[src/hdl/fail_safe_clock_monitor_regs.svh]
// Purpose: Register offsets, fields, reset values and timing counts
// Assumes: Plain register port, 8-bit data in the low bits
// Notes: Included by the clock monitor top
// Behaviour
// Monitor enabled only by configuration enable bit
// Sample clock is low-frequency oscillator over 64
// Falling external edge sets, sample rise clears latch
// Failure when half sample period has no low
// Failure switches to internal source, sets flag
// Interrupt only while flag and enable set
// Stay internal until firmware switches back
// Fallback frequency follows frequency select field
// Reset, sleep or select change clears condition
// Select change restarts start-up timer
// Condition cleared after successful external switch
// Firmware clears flag before switching back
// Persisting failure sets flag again
// Detection waits for timer; none for EC/RC
// Monitor enable also enables two-speed start-up
// Config PLL forces PLL; else software bit
// Frequency select reset 0111, full code map
// Select 1x internal, 01 timer1, 00 config
// Timer status 1 on configured external source, 0 otherwise
// Timer1 ready reads 1 while disabled
// Read-only ready, locked and stable bits
// Six-bit two's complement trim field
// Clock select cleared on every reset
// Timer counts 1024 cycles in crystal modes
// Latch and divider reset on device reset
`ifndef FAIL_SAFE_CLOCK_MONITOR_REGS_SVH
`define FAIL_SAFE_CLOCK_MONITOR_REGS_SVH
`define FAIL_SAFE_CLOCK_MONITOR_OFS_CONTROL 4'h0
`define FAIL_SAFE_CLOCK_MONITOR_OFS_STATUS 4'h1
`define FAIL_SAFE_CLOCK_MONITOR_OFS_TUNING 4'h2
`define FAIL_SAFE_CLOCK_MONITOR_OFS_IRQ 4'h3
`define FAIL_SAFE_CLOCK_MONITOR_PLL_BIT 7
`define FAIL_SAFE_CLOCK_MONITOR_FREQ_MSB 6
`define FAIL_SAFE_CLOCK_MONITOR_FREQ_LSB 3
`define FAIL_SAFE_CLOCK_MONITOR_FREQ_RESET 4'h7
`define FAIL_SAFE_CLOCK_MONITOR_SAMPLE_DIV 64
`define FAIL_SAFE_CLOCK_MONITOR_OST_CYCLES 1024
`endif

[src/hdl/fail_safe_clock_monitor_pkg.sv]
// Purpose: Types for the clock monitor
// Assumes: Nothing beyond the register header
// Notes: Source and mode encodings
`default_nettype none
package fail_safe_clock_monitor_pkg;
   // Configured oscillator mode
   typedef enum logic [2:0]
   {
      FAIL_SAFE_CLOCK_MONITOR_MODE_LP = 3'h0,
      FAIL_SAFE_CLOCK_MONITOR_MODE_XT = 3'h1,
      FAIL_SAFE_CLOCK_MONITOR_MODE_HS = 3'h2,
      FAIL_SAFE_CLOCK_MONITOR_MODE_EC = 3'h3,
      FAIL_SAFE_CLOCK_MONITOR_MODE_INT = 3'h4,
      FAIL_SAFE_CLOCK_MONITOR_MODE_RC = 3'h5
   } fail_safe_clock_monitor_mode_t;
   // One-hot clock source states
   typedef enum logic [2:0]
   {
      FAIL_SAFE_CLOCK_MONITOR_ST_START = 3'b001,
      FAIL_SAFE_CLOCK_MONITOR_ST_EXT = 3'b010,
      FAIL_SAFE_CLOCK_MONITOR_ST_FAIL = 3'b100
   } fail_safe_clock_monitor_state_t;
endpackage
`default_nettype wire

[src/hdl/fail_safe_clock_monitor_monitor.sv]
// Purpose: Clock monitor, oscillator control, status and tuning regs
// Assumes: Oscillator edges and ready levels arrive asynchronously
// Notes: External and low-freq clocks are sampled on the system clock
`default_nettype none
`include "fail_safe_clock_monitor_regs.svh"
module fail_safe_clock_monitor_monitor
   import fail_safe_clock_monitor_pkg::*;
#(
   parameter int OST_COUNT = `FAIL_SAFE_CLOCK_MONITOR_OST_CYCLES,
   parameter int SAMPLE_DIV = `FAIL_SAFE_CLOCK_MONITOR_SAMPLE_DIV
)
(
   input wire logic clock,
   input wire logic rst,
   input wire logic clockEnable,
   input wire logic [3:0] regAddr,
   input wire logic [7:0] regWriteData,
   input wire logic regWrite,
   input wire logic regRead,
   output logic [7:0] regReadData,
   input wire logic failMonitorEnableCfg,
   input wire logic twoSpeedStartCfg,
   input wire logic configPllEnable,
   input wire logic [2:0] oscModeCfg,
   input wire logic sleepExec,
   input wire logic extClockPin,
   input wire logic lowFreqOscPin,
   input wire logic timer1OscEnable,
   input wire logic timer1OscReadyPin,
   input wire logic pllReadyPin,
   input wire logic hfReadyPin,
   input wire logic hfLockedPin,
   input wire logic hfStablePin,
   input wire logic mfReadyPin,
   input wire logic lfReadyPin,
   output logic useInternalOsc,
   output logic [3:0] internalFreqSelect,
   output logic pllOn,
   output logic [5:0] frequencyTrim,
   output logic oscFailIrq
);
   localparam int DIVW = $clog2(SAMPLE_DIV);
   localparam int OSTW = $clog2(OST_COUNT + 1);
   localparam int HALF_DIV = SAMPLE_DIV / 2;

   // Two-flop synchronisers for every asynchronous level
   // Only the second stage is read by any logic
   logic [8:0] syncA_q;
   logic [8:0] syncB_q;
   wire logic [8:0] rawIn = {extClockPin, lowFreqOscPin,
      timer1OscReadyPin, pllReadyPin, hfReadyPin, hfLockedPin,
      hfStablePin, mfReadyPin, lfReadyPin};
   always_ff @(posedge clock)
   begin
      if (rst)
      begin
         syncA_q <= 9'h000;
         syncB_q <= 9'h000;
      end
      else if (clockEnable)
      begin
         syncA_q <= rawIn;
         syncB_q <= syncA_q;
      end
   end
   wire logic extS = syncB_q[8];
   wire logic lfS = syncB_q[7];

   // Edge history of synchronised clocks
   // Cleared history gives at most a rising edge after reset
   logic extPrev_q;
   logic lfPrev_q;
   always_ff @(posedge clock)
   begin
      if (rst)
      begin
         extPrev_q <= 1'b0;
         lfPrev_q <= 1'b0;
      end
      else if (clockEnable)
      begin
         extPrev_q <= extS;
         lfPrev_q <= lfS;
      end
   end
   wire logic extFall = extPrev_q & ~extS;
   wire logic lfRise = lfS & ~lfPrev_q;

   // Sample clock: low-frequency edges divided down
   // The count wrap is its rising edge, the half count its
   // falling edge; only the half period between them is watched
   logic [DIVW-1:0] divCnt_q; // Low-frequency edge count
   wire logic sampleRise = lfRise && (divCnt_q == DIVW'(SAMPLE_DIV - 1));
   wire logic sampleFall = lfRise && (divCnt_q == DIVW'(HALF_DIV - 1));
   always_ff @(posedge clock)
   begin
      if (rst)
      begin
         divCnt_q <= '0;
      end
      else if (clockEnable && lfRise)
      begin
         divCnt_q <= divCnt_q + DIVW'(1);
      end
   end

   // Address decode shared by the write and read paths
   function automatic logic regHit(input logic [3:0] addr,
      input logic [3:0] ofs);
      regHit = (addr == ofs);
   endfunction

   // Registers written by software
   logic pllBit_q; // Software PLL request
   logic [3:0] freqSel_q; // Internal frequency select
   logic [1:0] clkSel_q; // System clock select
   logic [5:0] trim_q; // Frequency trim, two's complement
   logic failIrqEn_q; // Fail interrupt enable
   // Write strobes, one per writable register
   wire logic wrCtl = regWrite && regHit(regAddr, `FAIL_SAFE_CLOCK_MONITOR_OFS_CONTROL);
   wire logic wrTune = regWrite && regHit(regAddr, `FAIL_SAFE_CLOCK_MONITOR_OFS_TUNING);
   wire logic wrIrq = regWrite && regHit(regAddr, `FAIL_SAFE_CLOCK_MONITOR_OFS_IRQ);
   // Any write that alters the select bits restarts start-up
   wire logic [1:0] newSel = regWriteData[1:0];
   wire logic selChange = wrCtl && (newSel != clkSel_q);
   // Sleep or select change only counts on enabled cycles,
   // so a frozen block keeps all of its state
   wire logic condClear = clockEnable && (sleepExec || selChange);
   always_ff @(posedge clock)
   begin
      if (rst)
      begin
         pllBit_q <= 1'b0;
         freqSel_q <= `FAIL_SAFE_CLOCK_MONITOR_FREQ_RESET;
         clkSel_q <= 2'h0;
         trim_q <= 6'h00;
         failIrqEn_q <= 1'b0;
      end
      else if (clockEnable)
      begin
         if (wrCtl)
         begin
            pllBit_q <= regWriteData[`FAIL_SAFE_CLOCK_MONITOR_PLL_BIT];
            freqSel_q <= regWriteData[`FAIL_SAFE_CLOCK_MONITOR_FREQ_MSB:`FAIL_SAFE_CLOCK_MONITOR_FREQ_LSB];
            clkSel_q <= newSel;
         end
         if (wrTune)
         begin
            trim_q <= regWriteData[5:0];
         end
         if (wrIrq)
         begin
            failIrqEn_q <= regWriteData[1];
         end
      end
   end

   // Mode decode
   // Timer1 and crystal modes need the start-up timer
   wire logic crystalMode = (oscModeCfg == FAIL_SAFE_CLOCK_MONITOR_MODE_LP) ||
      (oscModeCfg == FAIL_SAFE_CLOCK_MONITOR_MODE_XT) || (oscModeCfg == FAIL_SAFE_CLOCK_MONITOR_MODE_HS);
   wire logic extSelected = (clkSel_q == 2'b01) ||
      ((clkSel_q == 2'b00) && (oscModeCfg != FAIL_SAFE_CLOCK_MONITOR_MODE_INT));
   wire logic timerNeeded = crystalMode || (clkSel_q == 2'b01);
   wire logic twoSpeed = twoSpeedStartCfg || failMonitorEnableCfg;

   // Start-up timer counts external falling edges
   // No timer in external-clock, RC or internal modes: done at once,
   // so in external-clock and RC modes monitoring starts right after reset or wake-up
   logic [OSTW-1:0] ost_q;
   wire logic ostDone = !timerNeeded || (ost_q == OSTW'(OST_COUNT));
   fail_safe_clock_monitor_state_t state_q;
   fail_safe_clock_monitor_state_t state_d;
   always_ff @(posedge clock)
   begin
      if (rst || condClear)
      begin
         ost_q <= '0;
      end
      else if (clockEnable && extFall && !ostDone)
      begin
         ost_q <= ost_q + OSTW'(1);
      end
   end

   // Detector latch and half-period watch
   // A falling external edge sets the latch, a sample rise clears it;
   // still clear at the sample fall means a whole half period passed
   logic latch_q; // Detector latch
   // Armed after the first sample rise, so no partial half period
   // can report a failure
   logic armed_q;
   wire logic monActive = failMonitorEnableCfg && extSelected
      && ostDone;
   wire logic failDetect = monActive && armed_q && sampleFall
      && !latch_q;
   always_ff @(posedge clock)
   begin
      if (rst)
      begin
         latch_q <= 1'b0;
         armed_q <= 1'b0;
      end
      else if (clockEnable)
      begin
         if (extFall)
         begin
            latch_q <= 1'b1;
         end
         else if (sampleRise)
         begin
            latch_q <= 1'b0;
         end
         if (sampleRise)
         begin
            armed_q <= 1'b1;
         end
      end
   end

   // Clock source state
   always_comb
   begin
      state_d = state_q;
      case (state_q)
         FAIL_SAFE_CLOCK_MONITOR_ST_START:
         begin
            // Move to external once the timer has run out
            if (extSelected && ostDone)
            begin
               state_d = FAIL_SAFE_CLOCK_MONITOR_ST_EXT;
            end
         end
         FAIL_SAFE_CLOCK_MONITOR_ST_EXT:
         begin
            if (!extSelected)
            begin
               state_d = FAIL_SAFE_CLOCK_MONITOR_ST_START;
            end
            else if (failDetect)
            begin
               state_d = FAIL_SAFE_CLOCK_MONITOR_ST_FAIL;
            end
         end
         FAIL_SAFE_CLOCK_MONITOR_ST_FAIL:
         begin
            // Only reset, sleep or a select change leaves here
            state_d = FAIL_SAFE_CLOCK_MONITOR_ST_FAIL;
         end
         default:
         begin
            state_d = FAIL_SAFE_CLOCK_MONITOR_ST_START;
         end
      endcase
   end
   always_ff @(posedge clock)
   begin
      if (rst || condClear)
      begin
         state_q <= FAIL_SAFE_CLOCK_MONITOR_ST_START;
      end
      else if (clockEnable)
      begin
         state_q <= state_d;
      end
   end

   // Fail flag: set wins over clear
   // A failure in the same cycle as a clear keeps the flag set
   logic failFlag_q;
   wire logic flagClear = wrIrq && !regWriteData[0];
   always_ff @(posedge clock)
   begin
      if (rst)
      begin
         failFlag_q <= 1'b0;
      end
      else if (clockEnable)
      begin
         if (failDetect)
         begin
            failFlag_q <= 1'b1;
         end
         else if (flagClear)
         begin
            failFlag_q <= 1'b0;
         end
      end
   end

   // Status assembly
   // Start-up status is high only on the configured source
   wire logic onExternal = (state_q == FAIL_SAFE_CLOCK_MONITOR_ST_EXT);
   wire logic t1Ready = timer1OscEnable ? syncB_q[6] : 1'b1;
   wire logic [7:0] statusWord = {t1Ready, syncB_q[5],
      onExternal && (clkSel_q == 2'b00), syncB_q[4], syncB_q[3],
      syncB_q[1], syncB_q[0], syncB_q[2]};
   // Read selection; unmapped offsets and reserved bits read zero
   wire logic [7:0] rdMux =
      regHit(regAddr, `FAIL_SAFE_CLOCK_MONITOR_OFS_CONTROL) ?
         {pllBit_q, freqSel_q, 1'b0, clkSel_q} :
      regHit(regAddr, `FAIL_SAFE_CLOCK_MONITOR_OFS_STATUS) ? statusWord :
      regHit(regAddr, `FAIL_SAFE_CLOCK_MONITOR_OFS_TUNING) ? {2'b00, trim_q} :
      regHit(regAddr, `FAIL_SAFE_CLOCK_MONITOR_OFS_IRQ) ?
         {6'h00, failIrqEn_q, failFlag_q} :
      8'h00;
   // Internal source after a failure, while starting with two-speed on, or when selected
   wire logic internalNow = (state_q == FAIL_SAFE_CLOCK_MONITOR_ST_FAIL) ||
      (!onExternal && (twoSpeed || !extSelected));

   // Registered outputs
   // Every output is a flop; read data is zero outside reads
   always_ff @(posedge clock)
   begin
      if (rst)
      begin
         regReadData <= 8'h00;
         useInternalOsc <= 1'b0;
         internalFreqSelect <= `FAIL_SAFE_CLOCK_MONITOR_FREQ_RESET;
         pllOn <= 1'b0;
         frequencyTrim <= 6'h00;
         oscFailIrq <= 1'b0;
      end
      else if (clockEnable)
      begin
         regReadData <= regRead ? rdMux : 8'h00;
         useInternalOsc <= internalNow;
         internalFreqSelect <= freqSel_q;
         pllOn <= configPllEnable | pllBit_q;
         frequencyTrim <= trim_q;
         oscFailIrq <= failFlag_q & failIrqEn_q;
      end
   end

   // Checks
   chk_fail_sets_flag: assert property (
      @(posedge clock) disable iff (rst)
      clockEnable && failDetect |=> failFlag_q)
      else $error("fail did not set flag");
   chk_irq_gating: assert property (
      @(posedge clock) disable iff (rst)
      clockEnable |=> oscFailIrq == $past(failFlag_q & failIrqEn_q))
      else $error("irq not gated by enable");
   chk_fail_holds: assert property (
      @(posedge clock) disable iff (rst)
      state_q == FAIL_SAFE_CLOCK_MONITOR_ST_FAIL && !condClear |=> state_q == FAIL_SAFE_CLOCK_MONITOR_ST_FAIL)
      else $error("fail state left early");
   chk_clear_cond: assert property (
      @(posedge clock) disable iff (rst)
      condClear |=> state_q == FAIL_SAFE_CLOCK_MONITOR_ST_START)
      else $error("condition not cleared");
   chk_no_early: assert property (
      @(posedge clock) disable iff (rst)
      !ostDone |-> !failDetect)
      else $error("detect before timer");
   chk_pll_force: assert property (
      @(posedge clock) disable iff (rst)
      clockEnable && configPllEnable |=> pllOn)
      else $error("pll not forced");
   chk_t1_ready: assert property (
      @(posedge clock) disable iff (rst)
      !timer1OscEnable |-> statusWord[7])
      else $error("timer1 ready low");
   chk_disabled_mon: assert property (
      @(posedge clock) disable iff (rst)
      !failMonitorEnableCfg |-> !failDetect)
      else $error("detect while disabled");
   chk_ost_reset: assert property (
      @(posedge clock) disable iff (rst)
      condClear |=> ost_q == '0)
      else $error("timer not restarted");
   chk_latch_set: assert property (
      @(posedge clock) disable iff (rst)
      clockEnable && extFall |=> latch_q)
      else $error("latch not set by falling edge");
   chk_fail_internal: assert property (
      @(posedge clock) disable iff (rst)
      clockEnable && state_q == FAIL_SAFE_CLOCK_MONITOR_ST_FAIL |=> useInternalOsc)
      else $error("no internal source after failure");
   chk_freq_follow: assert property (
      @(posedge clock) disable iff (rst)
      clockEnable |=> internalFreqSelect == $past(freqSel_q))
      else $error("fallback frequency not followed");
   cov_failure: cover property (@(posedge clock) failDetect);
   cov_irq: cover property (@(posedge clock) oscFailIrq);
   cov_external: cover property (@(posedge clock) onExternal);
   cov_restart: cover property (@(posedge clock)
      condClear && state_q == FAIL_SAFE_CLOCK_MONITOR_ST_FAIL);
   cov_flag_clear: cover property (@(posedge clock) flagClear && failFlag_q);
endmodule
`default_nettype wire

[config.mk]
export PLATFORM = sky130hd
export DESIGN_NAME = fail_safe_clock_monitor_monitor
export DESIGN_NICKNAME = d
export VERILOG_FILES = /design/src/hdl/fail_safe_clock_monitor_pkg.sv /design/src/hdl/fail_safe_clock_monitor_monitor.sv
export VERILOG_INCLUDE_DIRS = /design/src /design/src/hdl
export SDC_FILE = /design/constraint.sdc
export NUM_CORES = 1
export LEC_CHECK = 0
export BUFFER_PORTS_ARGS = -buffer_cell sky130_fd_sc_hd__buf_4
export CORE_MARGIN = 2
export CORE_UTILIZATION = 60
export CTS_CLUSTER_SIZE = 16
export DETAILED_ROUTE_END_ITERATION = 8
export MAX_ROUTING_LAYER = met4
export PLACE_DENSITY = 0.84
export SYNTH_ARGS = -nofsm -noshare
export SYNTH_HDL_FRONTEND = slang
export SYNTH_SLANG_ARGS = --single-unit
[constraint.sdc]
create_clock -name clock -period 4.1 [get_ports clock]
set_input_delay 0.41 -clock clock [delete_from_list [all_inputs] [get_ports clock]]
set_output_delay 0.41 -clock clock [all_outputs]
set_load 0.05 [all_outputs]
; ---- Word level (Yosys, flattened, before mapping)
; Cells that the tools add are included.
[totals]
register_bits = 78
word_cells = 107
output_inout_bits = 21
[op_classes]
reduce_logical = 48
n_eq_ne = 16
muxes = 14
bitwise = 6
addsub = 2
[op_table]
columns = operator, n
row1 = $mux 8, 3
row2 = $logic_and 1x1->1, 20
row3 = $reduce_and 2->1, 6
row4 = $add 11x1->11 const B, 1
row5 = $eq 11x11->1 const B, 1
row6 = $logic_or 1x1->1, 10
row7 = $mux 3, 3
row8 = $pmux 3 s3, 1
row9 = $eq 4x2->1 const B, 2
row10 = $add 6x1->6 const B, 1
row11 = $eq 3x1->1 const B, 2
row12 = $eq 3x2->1 const B, 2
row13 = $eq 6x5->1 const B, 1
row14 = $eq 6x6->1 const B, 1
row15 = $logic_not 1->1, 6
row16 = $mux 6, 1
row17 = $ne 3x3->1 const B, 2
row18 = $mux 1, 5
row19 = $eq 4x1->1 const B, 1
row20 = $logic_not 4->1, 1
row21 = $reduce_bool 2->1, 2
row22 = $and 1x1->1, 3
row23 = $eq 3x3->1 const B, 1
row24 = $logic_not 3->1, 1
row25 = other kinds (8), 9

; ---- Depth between registers and ports, before layout
; Gate-level depths: netlist (run 1).
[depth]
depth_word = 13
ltp_mapped = 7
ltp_nobuf = 7

; ---- Worst setup path before layout (run 1)
; Ideal clock, no wire load.
[synth_timing]
path_type = flip-flop to flip-flop
start = register ost_q[2]
end = register state_q[0]
arrival_time_ps = 2098
path_slack_ps = 1887
period_less_slack_ps = 2213
stages_incl_launch_ff = 6
setup_time_ps = 116
cell_sequence = dfxtp_1 or4_4 o32a_4 or4_1 a21o_1 a31o_1
[synth_between]
elab_chain_len = 8
[synth_lines]
columns = item, line_no
row1 = start: declaration, fail_safe_clock_monitor_monitor.sv:170  ; logic [OSTW-1:0] ost_q;
row2 = start signal: assignment, fail_safe_clock_monitor_monitor.sv:182  ; ost_q <= ost_q + OSTW'(1);
row3 = $eq 11x11->1 (*), fail_safe_clock_monitor_monitor.sv:171  ; wire logic ostDone = !timerNeeded || (ost_q == OSTW'(OST_COUNT));
row4 = $logic_or 1x1->1 (*), fail_safe_clock_monitor_monitor.sv:171
row5 = $logic_and 1x1->1, fail_safe_clock_monitor_monitor.sv:194  ; && ostDone;
row6 = $logic_and 1x1->1 (2 in a row), fail_safe_clock_monitor_monitor.sv:195  ; wire logic failDetect = monActive && armed_q && sampleFall
row7 = $logic_and 1x1->1, fail_safe_clock_monitor_monitor.sv:196  ; && !latch_q;
row8 = $ne 3x3->1 (no source line), --
row9 = $reduce_and 3->1 (no source line) (*), --
row10 = end signal: assignment, fail_safe_clock_monitor_monitor.sv:264  ; state_q <= state_d;
row11 = end: declaration, fail_safe_clock_monitor_monitor.sv:172  ; fail_safe_clock_monitor_state_t state_q;
; Every way passes the cells marked *; elsewhere a longest branch is shown, timed or not.
; A chain may end at the register's enable or synchronous reset.

; ---- Worst setup path in the final report (run 1)
[layout_timing]
start = register ost_q[2]
end = register state_q[2]
; The elaborated chain is that of the path after synthesis.

==> flow_summary_export.csv, run 1 <==
group,metric,value,unit
cells_and_area,filler_cell_count,438,
global_routing,antenna_found_initial,0,
setup_path,crit_path_end_kind,"flop",
drt,detail_route.first_pass.iterations,5,
flow_run,drv_cap,0,
drt,dr_total_vias,2814,
drt,routed_wl_per_cell,14.9,µm
sta,setup_repair_after_global_routing_missed_its_margin,"no",
sta,timing.final.crit_period,2340,ps
floorplanning,floorplan.die_area,6250,µm²
sta,finalHoldViolCount,0,
synth,synthesis.area_per_instance,9.09,µm²
power_and_ir_drop,pwr_density_cell,360,nW/µm²
sta,fin_tns_setup,0,ps
sta,tightest_slew,688,ps
setup_path,critPathLaunchType,"flop",
drt,dr_wl_met3,485,µm
synth,synth_edf_count,0,
sta,final_max_tran_viols,0,
power_and_ir_drop,power_leakage,1.58,nW
synth,share_of_yosys_cell_area_claimed_by_the_top_area_cell_type,0.462,
global_routing,grt_pass1_wl,12200,µm
setup_path,critical_path.top_delay_family,"compound AO/OA/AOI/OAI gates",
global_routing,grt_use_total,0.255,
cells_and_area,commonest_cells_after_routing_fill_and_taps_aside,"78 x sky130_fd_sc_hd__dfxtp_1, 67 x sky130_fd_sc_hd__nor2_1, 56 x sky130_fd_sc_hd__buf_4, 39 x sky130_fd_sc_hd__mux2i_1, 20 x sky130_fd_sc_hd__nand3_1",
clock_tree,clkSinkCount,78,
synth,area_leader_netlist,"sky130_fd_sc_hd__dfxtp_1",
synth,synthesis.yosys.warnings,0,
clock_tree,cts.repair_timing.setup_buffer_count,0,
drt,antenna_left,0,
synth,number_of_instances_in_the_synthesized_netlist,372,
clock_tree,clkTransAtPathRegs,70,ps
synth,ys_seq_elements,78,
clock_tree,clk_latency,350,ps
placed_design,dp_hpwl,5040,µm
power_and_ir_drop,irDropWorstVdd,0.289,mV
global_routing,maximum_number_of_pins_on_one_net_before_global_route_repair,66,
clock_tree,post_cts_resized,0,
drt,via_per_inst,5.71,
cells_and_area,number_of_nets_at_the_end_of_the_flow,453,
placed_design,gpl.final_weighted_congestion,0.907,
global_routing,via_count_of_the_first_global_routing_pass,2551,
drt,highest_layer,"met4",
sta,relSlewSlack,0.541,
cells_and_area,mostFrequentLayoutCell,"sky130_fd_sc_hd__dfxtp_1",
clock_tree,cts_hold_repair.buffers,0,
clock_tree,tritoncts,"done",
synth,async_s_r_ff_share_synth,0,
synth,synth.cell_area,3380,µm²
synth,dominantRegCellSynth,"sky130_fd_sc_hd__dfxtp_1",
hold_path,min_path_type,"primary input to flop",
sta,setup_violations,0,
placed_design,number_of_buffer_cells_added_on_primary_ports,54,
global_routing,grt-ovfl-total,0,
drt,totalWireLength,7360,µm
setup_path,setup.worst_path.class,"flop to flop",
synth,synthesis.nets,409,
floorplanning,die_h,79.1,µm
synth,synth.top_cells.by_area,"sky130_fd_sc_hd__dfxtp_1 46%, sky130_fd_sc_hd__mux2i_1 12%, sky130_fd_sc_hd__nor2_1 7.4%",
sta,min_period_over_period,0.570,
clock_tree,cts-buffers-inserted,9,
cells_and_area,n_antenna_cell,0,
cells_and_area,syn_to_final_growth,17.8,%
floorplanning,boundaryPins,55,
setup_path,worstPathCellList,"or4_4 > o32a_4 > o41a_1 > or3_1 > a31oi_1",
setup_path,worst-path-max-fanout,6,
synth,synth.yosys.seq_area_share,0.462,
clock_tree,htreeDepth,3,
synth,synth_cell_types,51,
clock_tree,ctsLongestPathBuffers,2,
setup_path,max_stage_delay,550,ps
setup_path,crit_path_top_delay_cell,"sky130_fd_sc_hd__or4_4",
drt,initial_drc_count,202,
floorplanning,core_area,5470,µm²
drt,detailroute.wirelength.met2,3340,µm
sta,clock_skew,7.64,ps
setup_path,cp_data_required_time,4370,ps
floorplanning,start_util,0.618,
cells_and_area,final_layout_size_suffix_gt1_frac,0.183,
setup_path,worstPathArrival,2610,ps
sta,max_clock_freq,428,MHz
setup_path,worst-path-buf-inv,0,
sta,final.hold.worst_slack,276,ps
status,run_status,"finished clean",
drt,wl_met1,3420,µm
drt,route.detailed.drc,0,
floorplanning,floorplan.rows,27,
floorplanning,die_x,79.1,µm
clock_tree,cts_root_buffer,"sky130_fd_sc_hd__clkbuf_8",
cell type report:
class	instances	area (µm²)	area share
flip-flops and latches	78	1560	0.392
repair buffers	56	420	0.106
inverters	8	30.0	0.00754
multi-input cells	263	1700	0.428
clock inverters	5	35.0	0.00880
clock buffers	11	141	0.0355
well taps	72	90.1	0.0226
through the flow:
stage	power, mW	setup WS, ps	utilization	instances	instance area, µm²
finish	1.43	1760	0.727	493	3980
floorplan	0.886	1890	-	372	3380
detailed placement	0.936	1660	0.695	477	3800
global route	1.50	1680	0.727	493	3980
global placement	0.933	1720	0.695	477	3800
CTS	1.44	1770	0.727	493	3980
registers in the layout, indices dropped and copies added, names as in the netlist, 4 cells and up:
name                flops
divCnt_q                6
freqSel_q               4
ost_q                  11
regReadData             8
frequencyTrim           6
trim_q                  6
internalFreqSelect      4
syncA_q                 9
syncB_q                 9
final timing paths:
kind,slack (ps),start,to,depth (start not counted)
setup / recovery,1760,ost_q[2],state_q[2],5
setup reg to reg,1760,ost_q[2],state_q[2],5
hold / removal,280,regWriteData[3],freqSel_q[0],2
hold reg to reg,470,oscFailIrq,oscFailIrq,2
logic make-up after synthesis:
logic type	after synthesis	synth area share
buffers and inverters	31	0.0344
adder cells (fa/ha/maj)	3	0.0111
AND/OR/NAND/NOR	146	0.211
XOR/XNOR	16	0.0414
multiplexers	39	0.115
AO/OA/AOI/OAI	59	0.124
flip-flops	78	0.462
metal layers:
layer / vias to the layer above / track usage
met5: - / -
met4: 0 / 0.0828
met3: 11 / 0.0682
met2: 116 / 0.375
met1: 1282 / 0.345
li1: 1405 / -
cell usage after synthesis, drive strengths merged (2+ instances only):
| master | number |
|---|---|
| a21oi | 19 |
| and2 | 4 |
| a31o | 2 |
| o32ai | 2 |
| nor3 | 5 |
| a22o | 2 |
| a221oi | 2 |
| a211o | 6 |
| o2111ai | 3 |
| and3b | 2 |
| dfxtp | 78 |
| nand2b | 4 |
| and4 | 3 |
| a22oi | 4 |
| nor2b | 5 |
| xor2 | 5 |
| xnor2 | 11 |
| ha | 3 |
| nand2 | 17 |
| or3 | 3 |
| mux2i | 39 |
| or4 | 3 |
| nor3b | 3 |
| nor2 | 67 |
| inv | 8 |
| nand4 | 2 |
| nand3 | 20 |
| clkbuf | 22 |
| o21ai | 9 |
power by group:
group          leakage, nW  switching, mW  internal (mW)  total, mW
clock               0.0893          0.277          0.236      0.513
sequential           0.633         0.0125          0.773      0.786
combinational        0.855         0.0768         0.0580      0.135
Power figures use the tool's default switching activity.
==> run 2, diff against run 1 <==
--- a/config.mk
+++ b/config.mk
@@ -6,13 +6,14 @@
 export SDC_FILE = /design/constraint.sdc
 export NUM_CORES = 1
 export LEC_CHECK = 0
+export ABC_AREA = 1
 export BUFFER_PORTS_ARGS = -buffer_cell sky130_fd_sc_hd__buf_4
 export CORE_MARGIN = 2
-export CORE_UTILIZATION = 60
+export CORE_UTILIZATION = 56
 export CTS_CLUSTER_SIZE = 16
 export DETAILED_ROUTE_END_ITERATION = 8
 export MAX_ROUTING_LAYER = met4
-export PLACE_DENSITY = 0.84
+export PLACE_DENSITY = 0.79
 export SYNTH_ARGS = -nofsm -noshare
 export SYNTH_HDL_FRONTEND = slang
 export SYNTH_SLANG_ARGS = --single-unit
==> constraint.sdc (replaced) <==
create_clock -name clock -period 2.2 [get_ports clock]
set_input_delay 0.22 -clock clock [delete_from_list [all_inputs] [get_ports clock]]
set_output_delay 0.22 -clock clock [all_outputs]
set_load 0.05 [all_outputs]
==> run 2 against run 1 <==
Against the previous run: worst setup slack lost 1300 ps; clock skew grew 2.1 ps; sequential power grew 90%; largest power group unchanged.
==> flow_summary_export.csv, run 2 <==
group,metric,value,unit
status,run_status,"finished clean",
drt,detail_route.first_pass.iterations,4,
sta,timing.final.crit_period,1720,ps
sta,max_clock_freq,581,MHz
synth,number_of_instances_in_the_synthesized_netlist,471,
setup_path,cp_data_required_time,2430,ps
placed_design,dp_hpwl,5460,µm
clock_tree,ctsLongestPathBuffers,2,
placed_design,dpl_worst_slack,465,ps
sta,setup_violations,0,
clock_tree,clkSinkCount,78,
cells_and_area,final_layout_size_suffix_gt1_frac,0.183,
sta,worst_slack,479,ps
cells_and_area,number_of_nets_at_the_end_of_the_flow,558,
synth,synthesis.nets,508,
synth,area_leader_netlist,"sky130_fd_sc_hd__dfxtp_1",
global_routing,grt_use_total,0.251,
floorplanning,start_util,0.579,
cells_and_area,n_antenna_cell,0,
placed_design,gpl.final_weighted_congestion,0.894,
sta,fin_tns_setup,0,ps
flow_run,drv_cap,0,
power_and_ir_drop,power_leakage,1.67,nW
sta,tightest_slew,491,ps
sta,relSlewSlack,0.670,
synth,synth.top_cells.by_area,"sky130_fd_sc_hd__dfxtp_1 46%, sky130_fd_sc_hd__nand2_1 9.1%, sky130_fd_sc_hd__nor2_1 7.3%",
drt,initial_drc_count,219,
global_routing,antenna_found_initial,0,
global_routing,maximum_number_of_pins_on_one_net_before_global_route_repair,49,
synth,ys_seq_elements,78,
clock_tree,cts_hold_repair.buffers,0,
clock_tree,htreeDepth,3,
synth,netlist_top_cells_count,"83 x sky130_fd_sc_hd__nand2_1, 78 x sky130_fd_sc_hd__dfxtp_1, 67 x sky130_fd_sc_hd__nor2_1, 49 x sky130_fd_sc_hd__o21ai_0, 46 x sky130_fd_sc_hd__inv_1",
hold_path,min_path_type,"primary input to flop",
cells_and_area,mostFrequentLayoutCell,"sky130_fd_sc_hd__nand2_1",
drt,routed_wl_per_cell,13.0,µm
placed_design,number_of_buffer_cells_added_on_primary_ports,54,
synth,synthesis.area_per_instance,7.28,µm²
clock_tree,clk_latency,340,ps
synth,async_s_r_ff_share_synth,0,
global_routing,grt-ovfl-total,0,
synth,synthesis.yosys.warnings,0,
cells_and_area,largest_register,"ost_q",
floorplanning,die_h,82.2,µm
cells_and_area,largest_reg_flops,11,
setup_path,worst-path-max-fanout,10,
cells_and_area,reg.largest.list,"ost_q: 11 flops, syncA_q: 9 flops, syncB_q: 9 flops",
clock_tree,cts.repair_timing.setup_buffer_count,0,
clock_tree,tritoncts,"done",
drt,totalWireLength,7810,µm
drt,route.detailed.drc,0,
synth,synth.cell_area,3430,µm²
synth,dominantRegCellSynth,"sky130_fd_sc_hd__dfxtp_1",
global_routing,via_count_of_the_first_global_routing_pass,2878,
floorplanning,boundaryPins,55,
floorplanning,floorplan.die_area,6760,µm²
clock_tree,clkTransAtPathRegs,80,ps
sta,min_period_over_period,0.782,
setup_path,setup.worst_path.class,"flop to flop",
placed_design,dpl.cell_count,585,
sta,finalHoldViolCount,0,
synth,share_of_yosys_cell_area_claimed_by_the_top_area_cell_type,0.456,
setup_path,worstPathArrival,1950,ps
floorplanning,die_x,82.2,µm
setup_path,reg2reg_setup_slack,480,ps
sta,clock_skew,9.74,ps
power_and_ir_drop,pwr_density_cell,730,nW/µm²
synth,synth.yosys.seq_area_share,0.456,
drt,dr_total_vias,3180,
synth,synth.most_common_cell,"sky130_fd_sc_hd__nand2_1",
synth,synth_edf_count,0,
setup_path,critPathLaunchType,"flop",
cells_and_area,stdcell_count,601,
clock_tree,cts_root_buffer,"sky130_fd_sc_hd__clkbuf_8",
clock_tree,cts-buffers-inserted,9,
power_and_ir_drop,total_power,2.98,mW
sta,final_max_tran_viols,0,
cells_and_area,commonest_cells_after_routing_fill_and_taps_aside,"83 x sky130_fd_sc_hd__nand2_1, 78 x sky130_fd_sc_hd__dfxtp_1, 67 x sky130_fd_sc_hd__nor2_1, 56 x sky130_fd_sc_hd__buf_4, 49 x sky130_fd_sc_hd__o21ai_0",
floorplanning,core_area,5920,µm²
global_routing,grt_pass1_wl,12600,µm
cells_and_area,finalCoreUtilization,0.689,
setup_path,crit_path_end_kind,"flop",
cells_and_area,syn_to_final_growth,18.9,%
clock_tree,post_cts_resized,0,
synth,synth_cell_types,39,
floorplanning,floorplan.rows,28,
drt,antenna_left,0,
sta,setup_repair_after_global_routing_missed_its_margin,"no",
drt,via_per_inst,5.29,
power_and_ir_drop,irDropWorstVdd,0.541,mV
-- run 2: through the flow --
stage	instance area, µm²	hold slack, ps
finish	4080	96.9
global route	4080	95.8
CTS	4080	90.6
detailed placement	3860	448
global placement	3860	432
floorplan	3430	345
-- run 2: worst paths after layout --
check / start / endpoint / cells past startpoint
setup reg to reg: ost_q[0] / ost_q[1] / 10
hold reg to reg: armed_q / armed_q / 2
hold / removal: timer1OscReadyPin / syncA_q[6] / 3
setup / recovery: ost_q[0] / ost_q[1] / 10
-- run 2: logic make-up (layout without fill, tap and decap cells) --
logic type | after synthesis | in the layout | share of synthesized area
adders and majority gates | 3 | 3 | 0.0110
DFF | 78 | 78 | 0.456
and+or+nand+nor | 209 | 209 | 0.273
buffers and inverters | 68 | 123 | 0.0789
xor gates and xnor gates | 3 | 3 | 0.00767
AOI/OAI and AO/OA | 110 | 110 | 0.174
-- run 2: critical path: stages (launching register included) --
cell and delay, ps:
sky130_fd_sc_hd__dfxtp_1 410, sky130_fd_sc_hd__inv_1 90, sky130_fd_sc_hd__ha_1 200, sky130_fd_sc_hd__nand2_1 60, sky130_fd_sc_hd__inv_1 30, sky130_fd_sc_hd__nand2_1 100
sky130_fd_sc_hd__o21ai_4 100, sky130_fd_sc_hd__nor2_4 230, sky130_fd_sc_hd__inv_1 160, sky130_fd_sc_hd__o21ai_0 170, sky130_fd_sc_hd__a21oi_1 60
-- run 2: final cells by class --
type	count	area, µm²
fill	510	1840
multi-input combinational	325	1600
sequential	78	1560
timing repair buffer	56	420
inverter	51	191
clock buffer	10	128
tap	75	93.8
clock inverter	6	86.3
-- run 2: layer usage --
layer	routed length (µm)	GRT usage
met1	3620	0.317
met5	0	-
met2	3770	0.406
met3	282	0.0413
met4	134	0.0933
-- run 2: where the power goes --
part           internal [mW]  leakage (nW)  switching (mW)
registers               1.46         0.637          0.0303
clock network          0.637         0.106           0.521
logic                  0.119         0.931           0.207
